$ cat config.mk
export PLATFORM = sky130hd
export DESIGN_NAME = insn_core
export DESIGN_NICKNAME = d
export VERILOG_FILES = /design/src/rtl/core14_pkg.sv /design/src/rtl/rf_if.sv /design/src/rtl/insn_core.sv /design/src/rtl/file_mem.sv
export SDC_FILE = /design/constraint.sdc
export NUM_CORES = 2
export LEC_CHECK = 0
export BUFFER_PORTS_ARGS = -buffer_cell sky130_fd_sc_hd__buf_4
export CORE_ASPECT_RATIO = 1.5
export CORE_MARGIN = 4
export CORE_UTILIZATION = 55
export CTS_BUF_LIST = sky130_fd_sc_hd__clkbuf_4
export CTS_CLUSTER_SIZE = 28
export DETAILED_ROUTE_END_ITERATION = 12
export GPL_ROUTABILITY_DRIVEN = 0
export PLACE_DENSITY = 0.71
export RECOVER_POWER = 25
export SYNTH_ARGS = -nofsm -noshare
export SYNTH_HDL_FRONTEND = slang
export SYNTH_HIERARCHICAL = 1
export SYNTH_SLANG_ARGS = --single-unit
$ cat constraint.sdc
create_clock -name pclk -period 9.5 [get_ports pclk]
set_clock_uncertainty 0.15 [all_clocks]
set_input_delay 1.9 -clock pclk [delete_from_list [all_inputs] [get_ports pclk]]
set_output_delay 1.9 -clock pclk [all_outputs]
set_load 0.02 [all_outputs]
$ cat src/rtl/core14_pkg.sv
package core14_pkg;

  // ---------------------------------------------------------------
  // Widths and timing
  // ---------------------------------------------------------------
  localparam int INSN_W      = 14;
  localparam int FADDR_W     = 7;
  localparam int PC_W        = 13;
  localparam int Q_PER_CYCLE = 4;  // Oscillator periods per cycle
  localparam logic [1:0] DUMMY_LAST = 2'(Q_PER_CYCLE - 1);
  localparam int ID_COUNT    = 4;
  localparam logic [15:0] ID_BASE = 16'h2000;

  // ---------------------------------------------------------------
  // Register map (byte addresses)
  // ---------------------------------------------------------------
  localparam logic [7:0] ADDR_CTRL   = 8'h00;
  localparam logic [7:0] ADDR_INSN   = 8'h04;
  localparam logic [7:0] ADDR_ACC    = 8'h08;
  localparam logic [7:0] ADDR_STATUS = 8'h0c;
  localparam logic [7:0] ADDR_PC     = 8'h10;
  localparam logic [7:0] ADDR_VERIFY = 8'h14;
  localparam logic [7:0] ADDR_ID0    = 8'h20;
  localparam logic [7:0] ADDR_ID3    = 8'h2c;

  // Control fields
  localparam int CTRL_PROG = 0;
  localparam int CTRL_CP0  = 1;
  localparam int CTRL_CP1  = 2;
  localparam int CTRL_PSA  = 3;
  localparam logic [3:0] CTRL_RST = 4'h6;  // Protection unprogrammed

  // Status fields
  localparam int ST_CARRY = 0;
  localparam int ST_DC    = 1;
  localparam int ST_ZERO  = 2;
  localparam int ST_PD    = 3;
  localparam int ST_TO    = 4;
  localparam int ST_BUSY  = 5;

  // Special file addresses
  localparam logic [6:0] FILE_TIMER = 7'h01;
  localparam logic [6:0] FILE_PORT  = 7'h06;

  // ---------------------------------------------------------------
  // Byte-oriented operation codes
  // ---------------------------------------------------------------
  localparam logic [3:0] OP_STORE_ACC_TO_FILE  = 4'h0;
  localparam logic [3:0] OP_CLEAR              = 4'h1;
  localparam logic [3:0] OP_SUB_ACC_FROM_FILE  = 4'h2;
  localparam logic [3:0] OP_DECREMENT_FILE     = 4'h3;
  localparam logic [3:0] OP_OR_ACC_WITH_FILE   = 4'h4;
  localparam logic [3:0] OP_AND_ACC_WITH_FILE  = 4'h5;
  localparam logic [3:0] OP_XOR_ACC_WITH_FILE  = 4'h6;
  localparam logic [3:0] OP_ADD_ACC_TO_FILE    = 4'h7;
  localparam logic [3:0] OP_MOVE_FILE          = 4'h8;
  localparam logic [3:0] OP_COMPLEMENT_FILE    = 4'h9;
  localparam logic [3:0] OP_INCREMENT_FILE     = 4'ha;
  localparam logic [3:0] OP_DECREMENT_SKIP     = 4'hb;
  localparam logic [3:0] OP_ROTATE_RIGHT_CARRY = 4'hc;
  localparam logic [3:0] OP_ROTATE_LEFT_CARRY  = 4'hd;
  localparam logic [3:0] OP_SWAP_FILE_NIBBLES  = 4'he;
  localparam logic [3:0] OP_INCREMENT_SKIP     = 4'hf;

  // Bit-oriented operation codes
  localparam logic [1:0] OP_BIT_CLEAR          = 2'h0;
  localparam logic [1:0] OP_BIT_SET            = 2'h1;
  localparam logic [1:0] OP_BIT_TEST_SKIP_CLR  = 2'h2;
  localparam logic [1:0] OP_BIT_TEST_SKIP_SET  = 2'h3;

  // Group prefixes
  localparam logic [1:0] GRP_BYTE = 2'h0;
  localparam logic [1:0] GRP_BIT  = 2'h1;
  localparam logic [1:0] GRP_JUMP = 2'h2;
  localparam logic [1:0] GRP_LIT  = 2'h3;

  // Fixed control words
  localparam logic [13:0] W_RETURN           = 14'h0008;
  localparam logic [13:0] W_INTERRUPT_RETURN = 14'h0009;
  localparam logic [13:0] W_STANDBY          = 14'h0063;
  localparam logic [13:0] W_WATCHDOG_CLEAR   = 14'h0064;

  typedef enum logic [2:0] {
    S_IDLE  = 3'b000,
    S_Q1    = 3'b001,
    S_Q2    = 3'b010,
    S_Q3    = 3'b011,
    S_Q4    = 3'b100,
    S_DUMMY = 3'b101
  } exec_state_e;

endpackage

$ cat src/rtl/rf_if.sv
`timescale 1ns/1ps
// Register file access between core and storage
interface rf_if;
  logic       we;
  logic [6:0] waddr;
  logic [7:0] wdata;
  logic [6:0] raddr;
  logic [7:0] rdata;
  modport core (output we, output waddr, output wdata, output raddr,
                input rdata);
  modport mem  (input we, input waddr, input wdata, input raddr,
                output rdata);
endinterface

$ cat src/rtl/insn_core.sv
`timescale 1ns/1ps
module insn_core (
  input  wire logic        pclk,          // Clock, 100 MHz
  input  wire logic        presetn,       // Async reset, active low
  input  wire logic        ce,            // Clock enable, freezes state
  input  wire logic        psel,          // APB select
  input  wire logic        penable,       // APB enable
  input  wire logic        pwrite,        // APB direction
  input  wire logic [7:0]  paddr,         // APB byte address
  input  wire logic [31:0] pwdata,        // APB write data
  output logic      [31:0] prdata,        // APB read data
  output logic             pready,        // APB ready
  output logic             pslverr,       // APB error, unmapped
  input  wire logic [7:0]  port_pins,     // Port pin levels
  output logic      [7:0]  port_latch,    // Port output latch
  output logic             prescaler_clr, // Timer prescaler clear pulse
  output logic             standby_req,   // Standby entry pulse
  output logic             watchdog_clr,  // Watchdog clear pulse
  input  wire logic        prog_clk,      // Serial programming clock
  input  wire logic        prog_data      // Serial programming data
);
  import core14_pkg::*;

  typedef struct packed {
    exec_state_e          st;
    logic [1:0]           dly;
    logic [INSN_W-1:0]    insn;
    logic [7:0]           acc;
    logic                 carry;
    logic                 dcarry;
    logic                 zero;
    logic                 pd;
    logic                 to;
    logic [PC_W-1:0]      pc;
    logic [PC_W-1:0]      ret;
    logic                 two;
    logic [3:0]           ctrl;
    logic [3:0][13:0]     id;
    logic [7:0]           fval;
    logic [7:0]           port_lat;
    logic                 sleep_p;
    logic                 wdt_p;
    logic                 pre_p;
    logic [31:0]          prdata;
    logic                 pready;
    logic                 pslverr;
    logic                 pclk_prev;
    logic [13:0]          shreg;
    logic [3:0]           shcnt;
    logic [1:0]           idptr;
  } core_s;

  localparam core_s CORE_RST = '{st: S_IDLE, ctrl: CTRL_RST, pd: 1'b1,
                                 to: 1'b1, default: '0};

  core_s st_ff;
  core_s nxt_st;
  rf_if  rf ();

  file_mem u_mem (
    .pclk    (pclk),
    .presetn (presetn),
    .ce      (ce),
    .rf      (rf.mem)
  );

  // Add with carry in; returns {digit carry, carry, sum}
  function automatic logic [9:0] addc(input logic [7:0] a,
                                      input logic [7:0] b,
                                      input logic       cin);
    logic [8:0] s;
    logic [4:0] h;
    s = {1'b0, a} + {1'b0, b} + {8'h00, cin};
    h = {1'b0, a[3:0]} + {1'b0, b[3:0]} + {4'h0, cin};
    return {h[4], s};
  endfunction

  // ---------------------------------------------------------------
  // Next-state logic
  // ---------------------------------------------------------------
  always_comb begin
    logic [6:0]  f;
    logic        d;
    logic [2:0]  b;
    logic [7:0]  k;
    logic [7:0]  res;
    logic [9:0]  sum;
    logic        wf;
    logic        ww;
    logic        dst;
    logic        skip;
    logic        jmp;
    logic        rdok;
    logic [13:0] sh;
    logic [1:0]  idx;
    f    = st_ff.insn[6:0];
    d    = st_ff.insn[7];
    b    = st_ff.insn[9:7];
    k    = st_ff.insn[7:0];
    res  = 8'h00;
    sum  = 10'h000;
    wf   = 1'b0;
    ww   = 1'b0;
    dst  = 1'b0;
    skip = 1'b0;
    jmp  = 1'b0;
    rdok = st_ff.ctrl[CTRL_PROG] & st_ff.ctrl[CTRL_CP0]
         & st_ff.ctrl[CTRL_CP1];
    sh   = 14'h0000;
    idx  = paddr[3:2];
    nxt_st         = st_ff;
    nxt_st.sleep_p = 1'b0;
    nxt_st.wdt_p   = 1'b0;
    nxt_st.pre_p   = 1'b0;
    rf.we    = 1'b0;
    rf.waddr = f;
    rf.wdata = 8'h00;
    rf.raddr = f;

    // -------------------------------------------------------------
    // APB slave: ready one cycle into access, writes land on the edge that samples it
    // -------------------------------------------------------------
    nxt_st.pready  = psel & penable & ~st_ff.pready;
    nxt_st.pslverr = 1'b0;
    if (psel && penable && !st_ff.pready) begin
      nxt_st.prdata = 32'h0000_0000;
      if (paddr == ADDR_CTRL) begin
        nxt_st.prdata = {28'h0, st_ff.ctrl};
      end else if (paddr == ADDR_INSN) begin
        nxt_st.prdata = {18'h0, st_ff.insn};
      end else if (paddr == ADDR_ACC) begin
        nxt_st.prdata = {24'h0, st_ff.acc};
      end else if (paddr == ADDR_STATUS) begin
        nxt_st.prdata = {26'h0, st_ff.st != S_IDLE, st_ff.to,
                         st_ff.pd, st_ff.zero, st_ff.dcarry, st_ff.carry};
      end else if (paddr == ADDR_PC) begin
        nxt_st.prdata = {19'h0, st_ff.pc};
      end else if (paddr == ADDR_VERIFY) begin
        if (rdok) begin
          nxt_st.prdata = {18'h0, st_ff.insn};
        end
      end else if (paddr >= ADDR_ID0 && paddr <= ADDR_ID3 &&
                   paddr[1:0] == 2'b00) begin
        if (st_ff.ctrl[CTRL_PROG]) begin
          nxt_st.prdata = {18'h0, st_ff.id[idx]};
        end
      end else begin
        nxt_st.pslverr = 1'b1;
      end
    end else if (!(psel && penable)) begin
      nxt_st.pslverr = 1'b0;
    end

    // Writes take effect on the edge the master samples ready
    if (psel && penable && st_ff.pready && pwrite) begin
      if (paddr == ADDR_CTRL) begin
        nxt_st.ctrl = pwdata[3:0];
      end else if (paddr == ADDR_INSN) begin
        // A word sent while busy is dropped; poll busy first
        if (st_ff.st == S_IDLE) begin
          nxt_st.insn = pwdata[INSN_W-1:0];
          nxt_st.st   = S_Q1;
        end
      end else if (paddr >= ADDR_ID0 && paddr <= ADDR_ID3 &&
                   paddr[1:0] == 2'b00) begin
        if (st_ff.ctrl[CTRL_PROG]) begin
          nxt_st.id[idx] = pwdata[13:0];
        end
      end
    end

    // -------------------------------------------------------------
    // Execution, four clocks per instruction cycle
    // -------------------------------------------------------------
    case (st_ff.st)
      S_IDLE: begin
        nxt_st.two = 1'b0;
      end
      S_Q1: begin
        nxt_st.st = S_Q2;
      end
      S_Q2: begin
        // Port reads see the pins so input bits write back their level
        nxt_st.fval = (f == FILE_PORT) ? port_pins : rf.rdata;
        nxt_st.st   = S_Q3;
      end
      S_Q3: begin
        case (st_ff.insn[13:12])
          GRP_BYTE: begin
            case (st_ff.insn[11:8])
              OP_STORE_ACC_TO_FILE: begin
                if (d) begin
                  res = st_ff.acc;
                  wf  = 1'b1;
                end else if (st_ff.insn == W_RETURN ||
                             st_ff.insn == W_INTERRUPT_RETURN) begin
                  jmp = 1'b1;
                  nxt_st.pc = st_ff.ret;
                end else if (st_ff.insn == W_STANDBY) begin
                  nxt_st.pd      = 1'b0;
                  nxt_st.to      = 1'b1;
                  nxt_st.sleep_p = 1'b1;
                end else if (st_ff.insn == W_WATCHDOG_CLEAR) begin
                  nxt_st.pd    = 1'b1;
                  nxt_st.to    = 1'b1;
                  nxt_st.wdt_p = 1'b1;
                end
                // Anything else here is a no-op
              end
              OP_CLEAR: begin
                res = 8'h00;
                dst = 1'b1;
                nxt_st.zero = 1'b1;
              end
              OP_ADD_ACC_TO_FILE, OP_SUB_ACC_FROM_FILE: begin
                sum = (st_ff.insn[11:8] == OP_ADD_ACC_TO_FILE) ?
                      addc(st_ff.fval, st_ff.acc, 1'b0) :
                      addc(st_ff.fval, ~st_ff.acc, 1'b1);
                res = sum[7:0];
                dst = 1'b1;
                nxt_st.carry  = sum[8];
                nxt_st.dcarry = sum[9];
                nxt_st.zero   = (sum[7:0] == 8'h00);
              end
              OP_INCREMENT_FILE, OP_DECREMENT_FILE, OP_MOVE_FILE,
              OP_AND_ACC_WITH_FILE, OP_OR_ACC_WITH_FILE,
              OP_XOR_ACC_WITH_FILE, OP_COMPLEMENT_FILE: begin
                case (st_ff.insn[11:8])
                  OP_INCREMENT_FILE:    res = st_ff.fval + 8'h01;
                  OP_DECREMENT_FILE:    res = st_ff.fval - 8'h01;
                  OP_MOVE_FILE:         res = st_ff.fval;
                  OP_AND_ACC_WITH_FILE: res = st_ff.fval & st_ff.acc;
                  OP_OR_ACC_WITH_FILE:  res = st_ff.fval | st_ff.acc;
                  OP_XOR_ACC_WITH_FILE: res = st_ff.fval ^ st_ff.acc;
                  default:              res = ~st_ff.fval;
                endcase
                dst = 1'b1;
                nxt_st.zero = (res == 8'h00);
              end
              OP_ROTATE_LEFT_CARRY: begin
                {nxt_st.carry, res} = {st_ff.fval, st_ff.carry};
                dst = 1'b1;
              end
              OP_ROTATE_RIGHT_CARRY: begin
                {res, nxt_st.carry} = {st_ff.carry, st_ff.fval};
                dst = 1'b1;
              end
              OP_SWAP_FILE_NIBBLES: begin
                res = {st_ff.fval[3:0], st_ff.fval[7:4]};
                dst = 1'b1;
              end
              default: begin
                // Skip forms leave every flag alone
                res  = (st_ff.insn[11:8] == OP_DECREMENT_SKIP) ?
                       st_ff.fval - 8'h01 : st_ff.fval + 8'h01;
                dst  = 1'b1;
                skip = (res == 8'h00);
              end
            endcase
            if (dst) begin
              wf = d;
              ww = ~d;
            end
          end
          GRP_BIT: begin
            case (st_ff.insn[11:10])
              OP_BIT_CLEAR: begin
                res = st_ff.fval & ~(8'h01 << b);
                wf  = 1'b1;
              end
              OP_BIT_SET: begin
                res = st_ff.fval | (8'h01 << b);
                wf  = 1'b1;
              end
              OP_BIT_TEST_SKIP_CLR: skip = ~st_ff.fval[b];
              default:              skip = st_ff.fval[b];
            endcase
          end
          GRP_JUMP: begin
            // Bit 11 splits subroutine call from plain jump
            if (!st_ff.insn[11]) begin
              nxt_st.ret = st_ff.pc + 13'h0001;
            end
            nxt_st.pc = {2'b00, st_ff.insn[10:0]};
            jmp = 1'b1;
          end
          default: begin
            // Don't-care bits fall out of the casez masks
            casez (st_ff.insn[11:8])
              4'b00??: ww = 1'b1;
              4'b01??: begin
                ww  = 1'b1;
                jmp = 1'b1;
                nxt_st.pc = st_ff.ret;
              end
              4'b1000, 4'b1001, 4'b1010: begin
                res = (st_ff.insn[9:8] == 2'b00) ? (k | st_ff.acc) :
                      (st_ff.insn[9:8] == 2'b01) ? (k & st_ff.acc) :
                                                   (k ^ st_ff.acc);
                nxt_st.acc  = res;
                nxt_st.zero = (res == 8'h00);
              end
              4'b11??: begin
                sum = st_ff.insn[9] ? addc(k, st_ff.acc, 1'b0) :
                                      addc(k, ~st_ff.acc, 1'b1);
                nxt_st.acc    = sum[7:0];
                nxt_st.carry  = sum[8];
                nxt_st.dcarry = sum[9];
                nxt_st.zero   = (sum[7:0] == 8'h00);
              end
              default: ;
            endcase
            if (ww) begin
              res = k;
            end
          end
        endcase
        if (ww) begin
          nxt_st.acc = res;
        end
        rf.we    = wf;
        rf.wdata = res;
        if (wf && f == FILE_TIMER && st_ff.ctrl[CTRL_PSA]) begin
          nxt_st.pre_p = 1'b1;
        end
        if (wf && f == FILE_PORT) begin
          nxt_st.port_lat = res;
        end
        if (!jmp) begin
          nxt_st.pc = st_ff.pc + (skip ? 13'h0002 : 13'h0001);
        end
        nxt_st.two = jmp | skip;
        nxt_st.st  = S_Q4;
      end
      S_Q4: begin
        nxt_st.dly = DUMMY_LAST;
        nxt_st.st  = st_ff.two ? S_DUMMY : S_IDLE;
      end
      S_DUMMY: begin
        // Second cycle is a full no-op cycle
        if (st_ff.dly == 2'b00) begin
          nxt_st.st = S_IDLE;
        end else begin
          nxt_st.dly = st_ff.dly - 2'b01;
        end
      end
      default: nxt_st.st = S_IDLE;
    endcase

    // -------------------------------------------------------------
    // Two-wire serial loader for ID words, LSB first
    // -------------------------------------------------------------
    nxt_st.pclk_prev = prog_clk;
    if (!st_ff.ctrl[CTRL_PROG]) begin
      nxt_st.shcnt = 4'h0;
    end else if (prog_clk && !st_ff.pclk_prev) begin
      sh = {prog_data, st_ff.shreg[13:1]};
      nxt_st.shreg = sh;
      if (st_ff.shcnt == 4'(INSN_W - 1)) begin
        nxt_st.shcnt = 4'h0;
        nxt_st.id[st_ff.idptr] = sh;
        nxt_st.idptr = st_ff.idptr + 2'b01;
      end else begin
        nxt_st.shcnt = st_ff.shcnt + 4'h1;
      end
    end
  end

  // ---------------------------------------------------------------
  // State register
  // ---------------------------------------------------------------
  always_ff @(posedge pclk or negedge presetn) begin
    if (!presetn) begin
      st_ff <= CORE_RST;
    end else if (ce) begin
      st_ff <= nxt_st;
    end
  end

  assign prdata        = st_ff.prdata;
  assign pready        = st_ff.pready;
  assign pslverr       = st_ff.pslverr;
  assign port_latch    = st_ff.port_lat;
  assign prescaler_clr = st_ff.pre_p;
  assign standby_req   = st_ff.sleep_p;
  assign watchdog_clr  = st_ff.wdt_p;
endmodule

$ cat src/rtl/file_mem.sv
`timescale 1ns/1ps
module file_mem (
  input  wire logic pclk,    // Clock
  input  wire logic presetn, // Async reset, active low
  input  wire logic ce,      // Clock enable
  rf_if.mem         rf       // Core side
);
  import core14_pkg::*;

  logic [7:0] mem_q [2**FADDR_W];
  logic [7:0] rdata_ff;

  // ---------------------------------------------------------------
  // Storage, read data registered
  // ---------------------------------------------------------------
  // Array left unreset; software must initialise files it reads
  always_ff @(posedge pclk) begin
    if (ce && rf.we) begin
      mem_q[rf.waddr] <= rf.wdata;
    end
  end

  // Read lands one edge after the address is presented
  always_ff @(posedge pclk or negedge presetn) begin
    if (!presetn) begin
      rdata_ff <= 8'h00;
    end else if (ce) begin
      rdata_ff <= mem_q[rf.raddr];
    end
  end

  assign rf.rdata = rdata_ff;
endmodule

==> summary.txt <==
Run status
  – Outcome: finished, violations left
  – Violations in the final reports: max-capacitance violations, max-slew violations

Power
  – Highest ir drop seen on vdd: 94.5 uV
  – Total power density per cell area: approximately 180 nW/um^2
  – Leak pwr: 16.7 nW

Worst hold path
  – Worst hold path stage count: 2
  – Path type of the worst min-delay path: flop to flop
  – Min-Delay Endpoint: st_ff[162]
  – Launch point of the worst hold path: st_ff[162]

Logic synthesis
  – Most frequent cells after synthesis: 1024 x sky130_fd_sc_hd__edfxtp_1, 334 x sky130_fd_sc_hd__nor2_1, 223 x sky130_fd_sc_hd__mux4_2
  – Top post-synthesis cells by area: sky130_fd_sc_hd__edfxtp_1 57%, sky130_fd_sc_hd__mux4_2 9.3%, sky130_fd_sc_hd__dfrtp_1 8.3%, sky130_fd_sc_hd__mux2i_1 3.2%, sky130_fd_sc_hd__nor2_1 2.3%
  – Number of synthesized flops with an enable pin: 1024
  – Number of unique standard cell types used by synthesis: 102
  – Yosys top cell by area: sky130_fd_sc_hd__edfxtp_1
  – Count leader, synth: sky130_fd_sc_hd__edfxtp_1
  – Asr flop ratio synth: 0.150
  – Most used DFF post-synth: sky130_fd_sc_hd__edfxtp_1
  – Share of the synthesized area in the top cell type: 0.572
  – Sequential cell area fraction in the yosys report: 0.657
  – Synth Warn #: 6
  – Synthesized flop and latch total: 1205
  – Synthesized netlist cell count: between 3000 and 4000
  – Synthesized area divided by synthesized cell count: between 15 and 20 um^2
  – Summed instance area of the synthesized netlist: 53700 um^2

GRT
  – Global-route usage over all layers: 0.268
  – Pin count of the biggest net entering global routing: 105
  – Via count of the first global-routing pass: ~33000
  – Global-route wire length before repair: 207000 um
  – GR peak layer: met2
  – GR Util met1: 0.301
  – Met3 track utilization from global routing: 0.0548
  – Global Route met2 Usage: 0.475
  – Number of antenna violations at the first check in global routing: 3
  – GRT Residual Overflow: 0

Setup path
  – Critical-path top delay cell: sky130_fd_sc_hd__clkbuf_1
  – Worst-path maximum fanout: 44
  – Cell family contributing the most delay on the critical path: buffers and inverters
  – Buffers plus inverters on the worst setup path: 2
  – Worst Setup Start Kind: flop
  – Data arrival time at the worst-slack endpoint: 7.86 ns
  – CP required: 10.37 ns
  – Category of the critical setup timing path: flop to flop
  – Endpoint class of the critical path: flop
  – Worst stage delay on the critical path: approximately 2.5 ns
  – R2R depth: 6
  – Worst reg2reg path endpoint: port_latch[3]
  – Reg-to-reg startpoint: rf.raddr[0]
  – Sequence of cells on the critical path: buf_4 -> clkbuf_1 -> nor2_1 -> nand4_1 -> nor3_1 -> mux2_2
  – Internal reg-to-reg setup slack: 2.51 ns

Routing
  – DRC marker count from the first detailed-route iteration: around 4000
  – Post-detailed-route wirelength per cell: 27.1 um
  – WL final: roughly 140000 um
  – Number of antenna-violating nets in the routed design: 0
  – DR vias/cell: 6.45
  – Length of the first detailed-routing pass in iterations: 8
  – Vias post-DR: 33182
  – Remaining design rule violation count: 0

STA
  – Final total negative setup slack: 0 ns
  – RSZ-0062 raised after global routing: no
  – Final period utilization: 0.735
  – Slew headroom: -1.45
  – Final Slew Violations: around 400
  – Hold Violations, Final: 0
  – Final hold slack: about 0.33 ns
  – Endpoints failing setup: 0
  – Worst-margin pin slew: 3.68 ns
  – Peak clock frequency supported by timing: between 100 and 150 MHz
  – Final critical-path required period: between 6 and 7 ns

Floorplanning
  – Die Width: 263 um
  – Die span in y: 391 um
  – Standard cell core area: a little under 100000 um^2
  – Number of top-level pins: 101
  – Initial core utilization: 0.554
  – Die area: between 100000 and 150000 um^2
  – Number of placement rows: 140

Clock tree
  – Number of hold-repair buffers added at the cts stage: 0
  – Worst skew pair latency: approximately 1.2 ns
  – Clock transition time at the flip-flop clock pins of the worst setup and hold paths: 0.06 ns
  – CTS Buffer Depth: 4
  – Total number of H-tree levels: 5
  – Number of clock buffers inserted by TritonCTS: 291
  – Total clock sinks: 1205
  – CTS Root Cell: sky130_fd_sc_hd__clkbuf_4
  – CTS-repair resized insts: 0
  – Clock tree from TritonCTS: yes
  – Count of buffers added by post-CTS timing repair for setup: 0

Placement
  – Half-perimeter wire length after detailed placement: 89700 um
  – IO Port Bufs: 64
  – Placed cell count: 4682

Layout
  – Fill cell count: between 7000 and 8000
  – Combined area of the multi-input logic cells: 16800 um^2
  – Final net count: around 3800
  – Fraction of layout instances using a drive strength above 1: 0.212
  – Area growth from synthesis to final layout: 8.00%
  – Final non-filler cell total: 5148
  – Sequential Area: 35300 um^2

Flow run
  – Number of maximum-capacitance constraint violations: 13
[cell type report]
| class | instances | share of cell area |
|---|---|---|
| Sequential cell | 1205 | 0.608 |
| Multi-Input combinational cell | 2002 | 0.289 |
| Clock buffer | 414 | 0.0535 |
| Tap cell | 1278 | 0.0276 |
| Timing Repair Buffer | 124 | 0.0141 |
| Inverter | 73 | 0.00472 |
| Clock inverter | 48 | 0.00317 |
| Antenna cell | 4 | 0.000172 |
[through the flow]
| stage | setup WS [ns] | total power, W | utilization | instance area, um^2 |
|---|---|---|---|---|
| after global routing | 1.93 | 0.0108 | 0.598 | 58000 |
| after CTS | 3.92 | 0.0104 | 0.600 | 58200 |
| after global placement | 4.04 | 0.00655 | 0.566 | 54900 |
| final | 2.51 | 0.0104 | 0.598 | 58000 |
| after floorplan | 2.46 | 0.00633 | - | 53800 |
| after detailed placement | 3.94 | 0.00655 | 0.566 | 54900 |
[flip-flops by register name, summed over array words and instances (netlist names)]
register,flops
u_mem/mem_q,1024
port_latch,8
pslverr,1
pready,1
rf.raddr,7
u_mem/rf.rdata,8
prdata,14
prescaler_clr,1
standby_req,1
st_ff,139
watchdog_clr,1
[worst max-delay path by stage]
stage	cells past startpoint	endpoint	startpoint
5_1_grt	6	port_latch[3]	rf.raddr[0]
3_5_place_dp	11	u_mem/mem_q[107][5]	st_ff[167]
6_report	6	port_latch[3]	rf.raddr[0]
2_1_floorplan	14	u_mem/mem_q[0][6]	st_ff[66]
4_1_cts	11	u_mem/mem_q[115][5]	st_ff[167]
3_3_place_gp	11	u_mem/mem_q[76][5]	st_ff[167]
[routing by layer]
layer,routed length (um),share of wire
met1,46400,0.33
met2,73300,0.53
met3,10400,0.074
met4,9360,0.067
met5,0,0
[report_power, final]
group,internal (W),switching (W)
Sequential,0.00570,0.0000989
Combinational,0.000233,0.000432
Clock,0.00198,0.00191
Total,0.00791,0.00244
[worst reg2reg max path, stage by stage (launching register included)]
cell                       delay, ns
sky130_fd_sc_hd__dfrtp_1        1.80
sky130_fd_sc_hd__buf_4          0.56
sky130_fd_sc_hd__clkbuf_1       2.46
sky130_fd_sc_hd__nor2_1         0.29
sky130_fd_sc_hd__nand4_1        0.72
sky130_fd_sc_hd__nor3_1         0.50
sky130_fd_sc_hd__mux2_2         0.41
[kinds of logic after synthesis]
kind of cell    synth area share
other cells            0.0000698
flops                      0.657
mux                        0.137
fa+ha+maj                 0.0168
xor+xnor                 0.00587
compound gates            0.0844
buf+inv                   0.0337
simple gates              0.0656
[placed cells by master (no fill, tap or decap), drive strengths merged, types with 75 or more instances in the layout]
cell type,n
a21oi,172
buf,90
clkbuf,448
dfrtp,178
edfxtp,1024
inv,75
mux2i,172
mux4,223
nand2,135
nor2,336
o21ai,104
o22ai,128
Note: power is estimated with default switching activity, not from simulation.
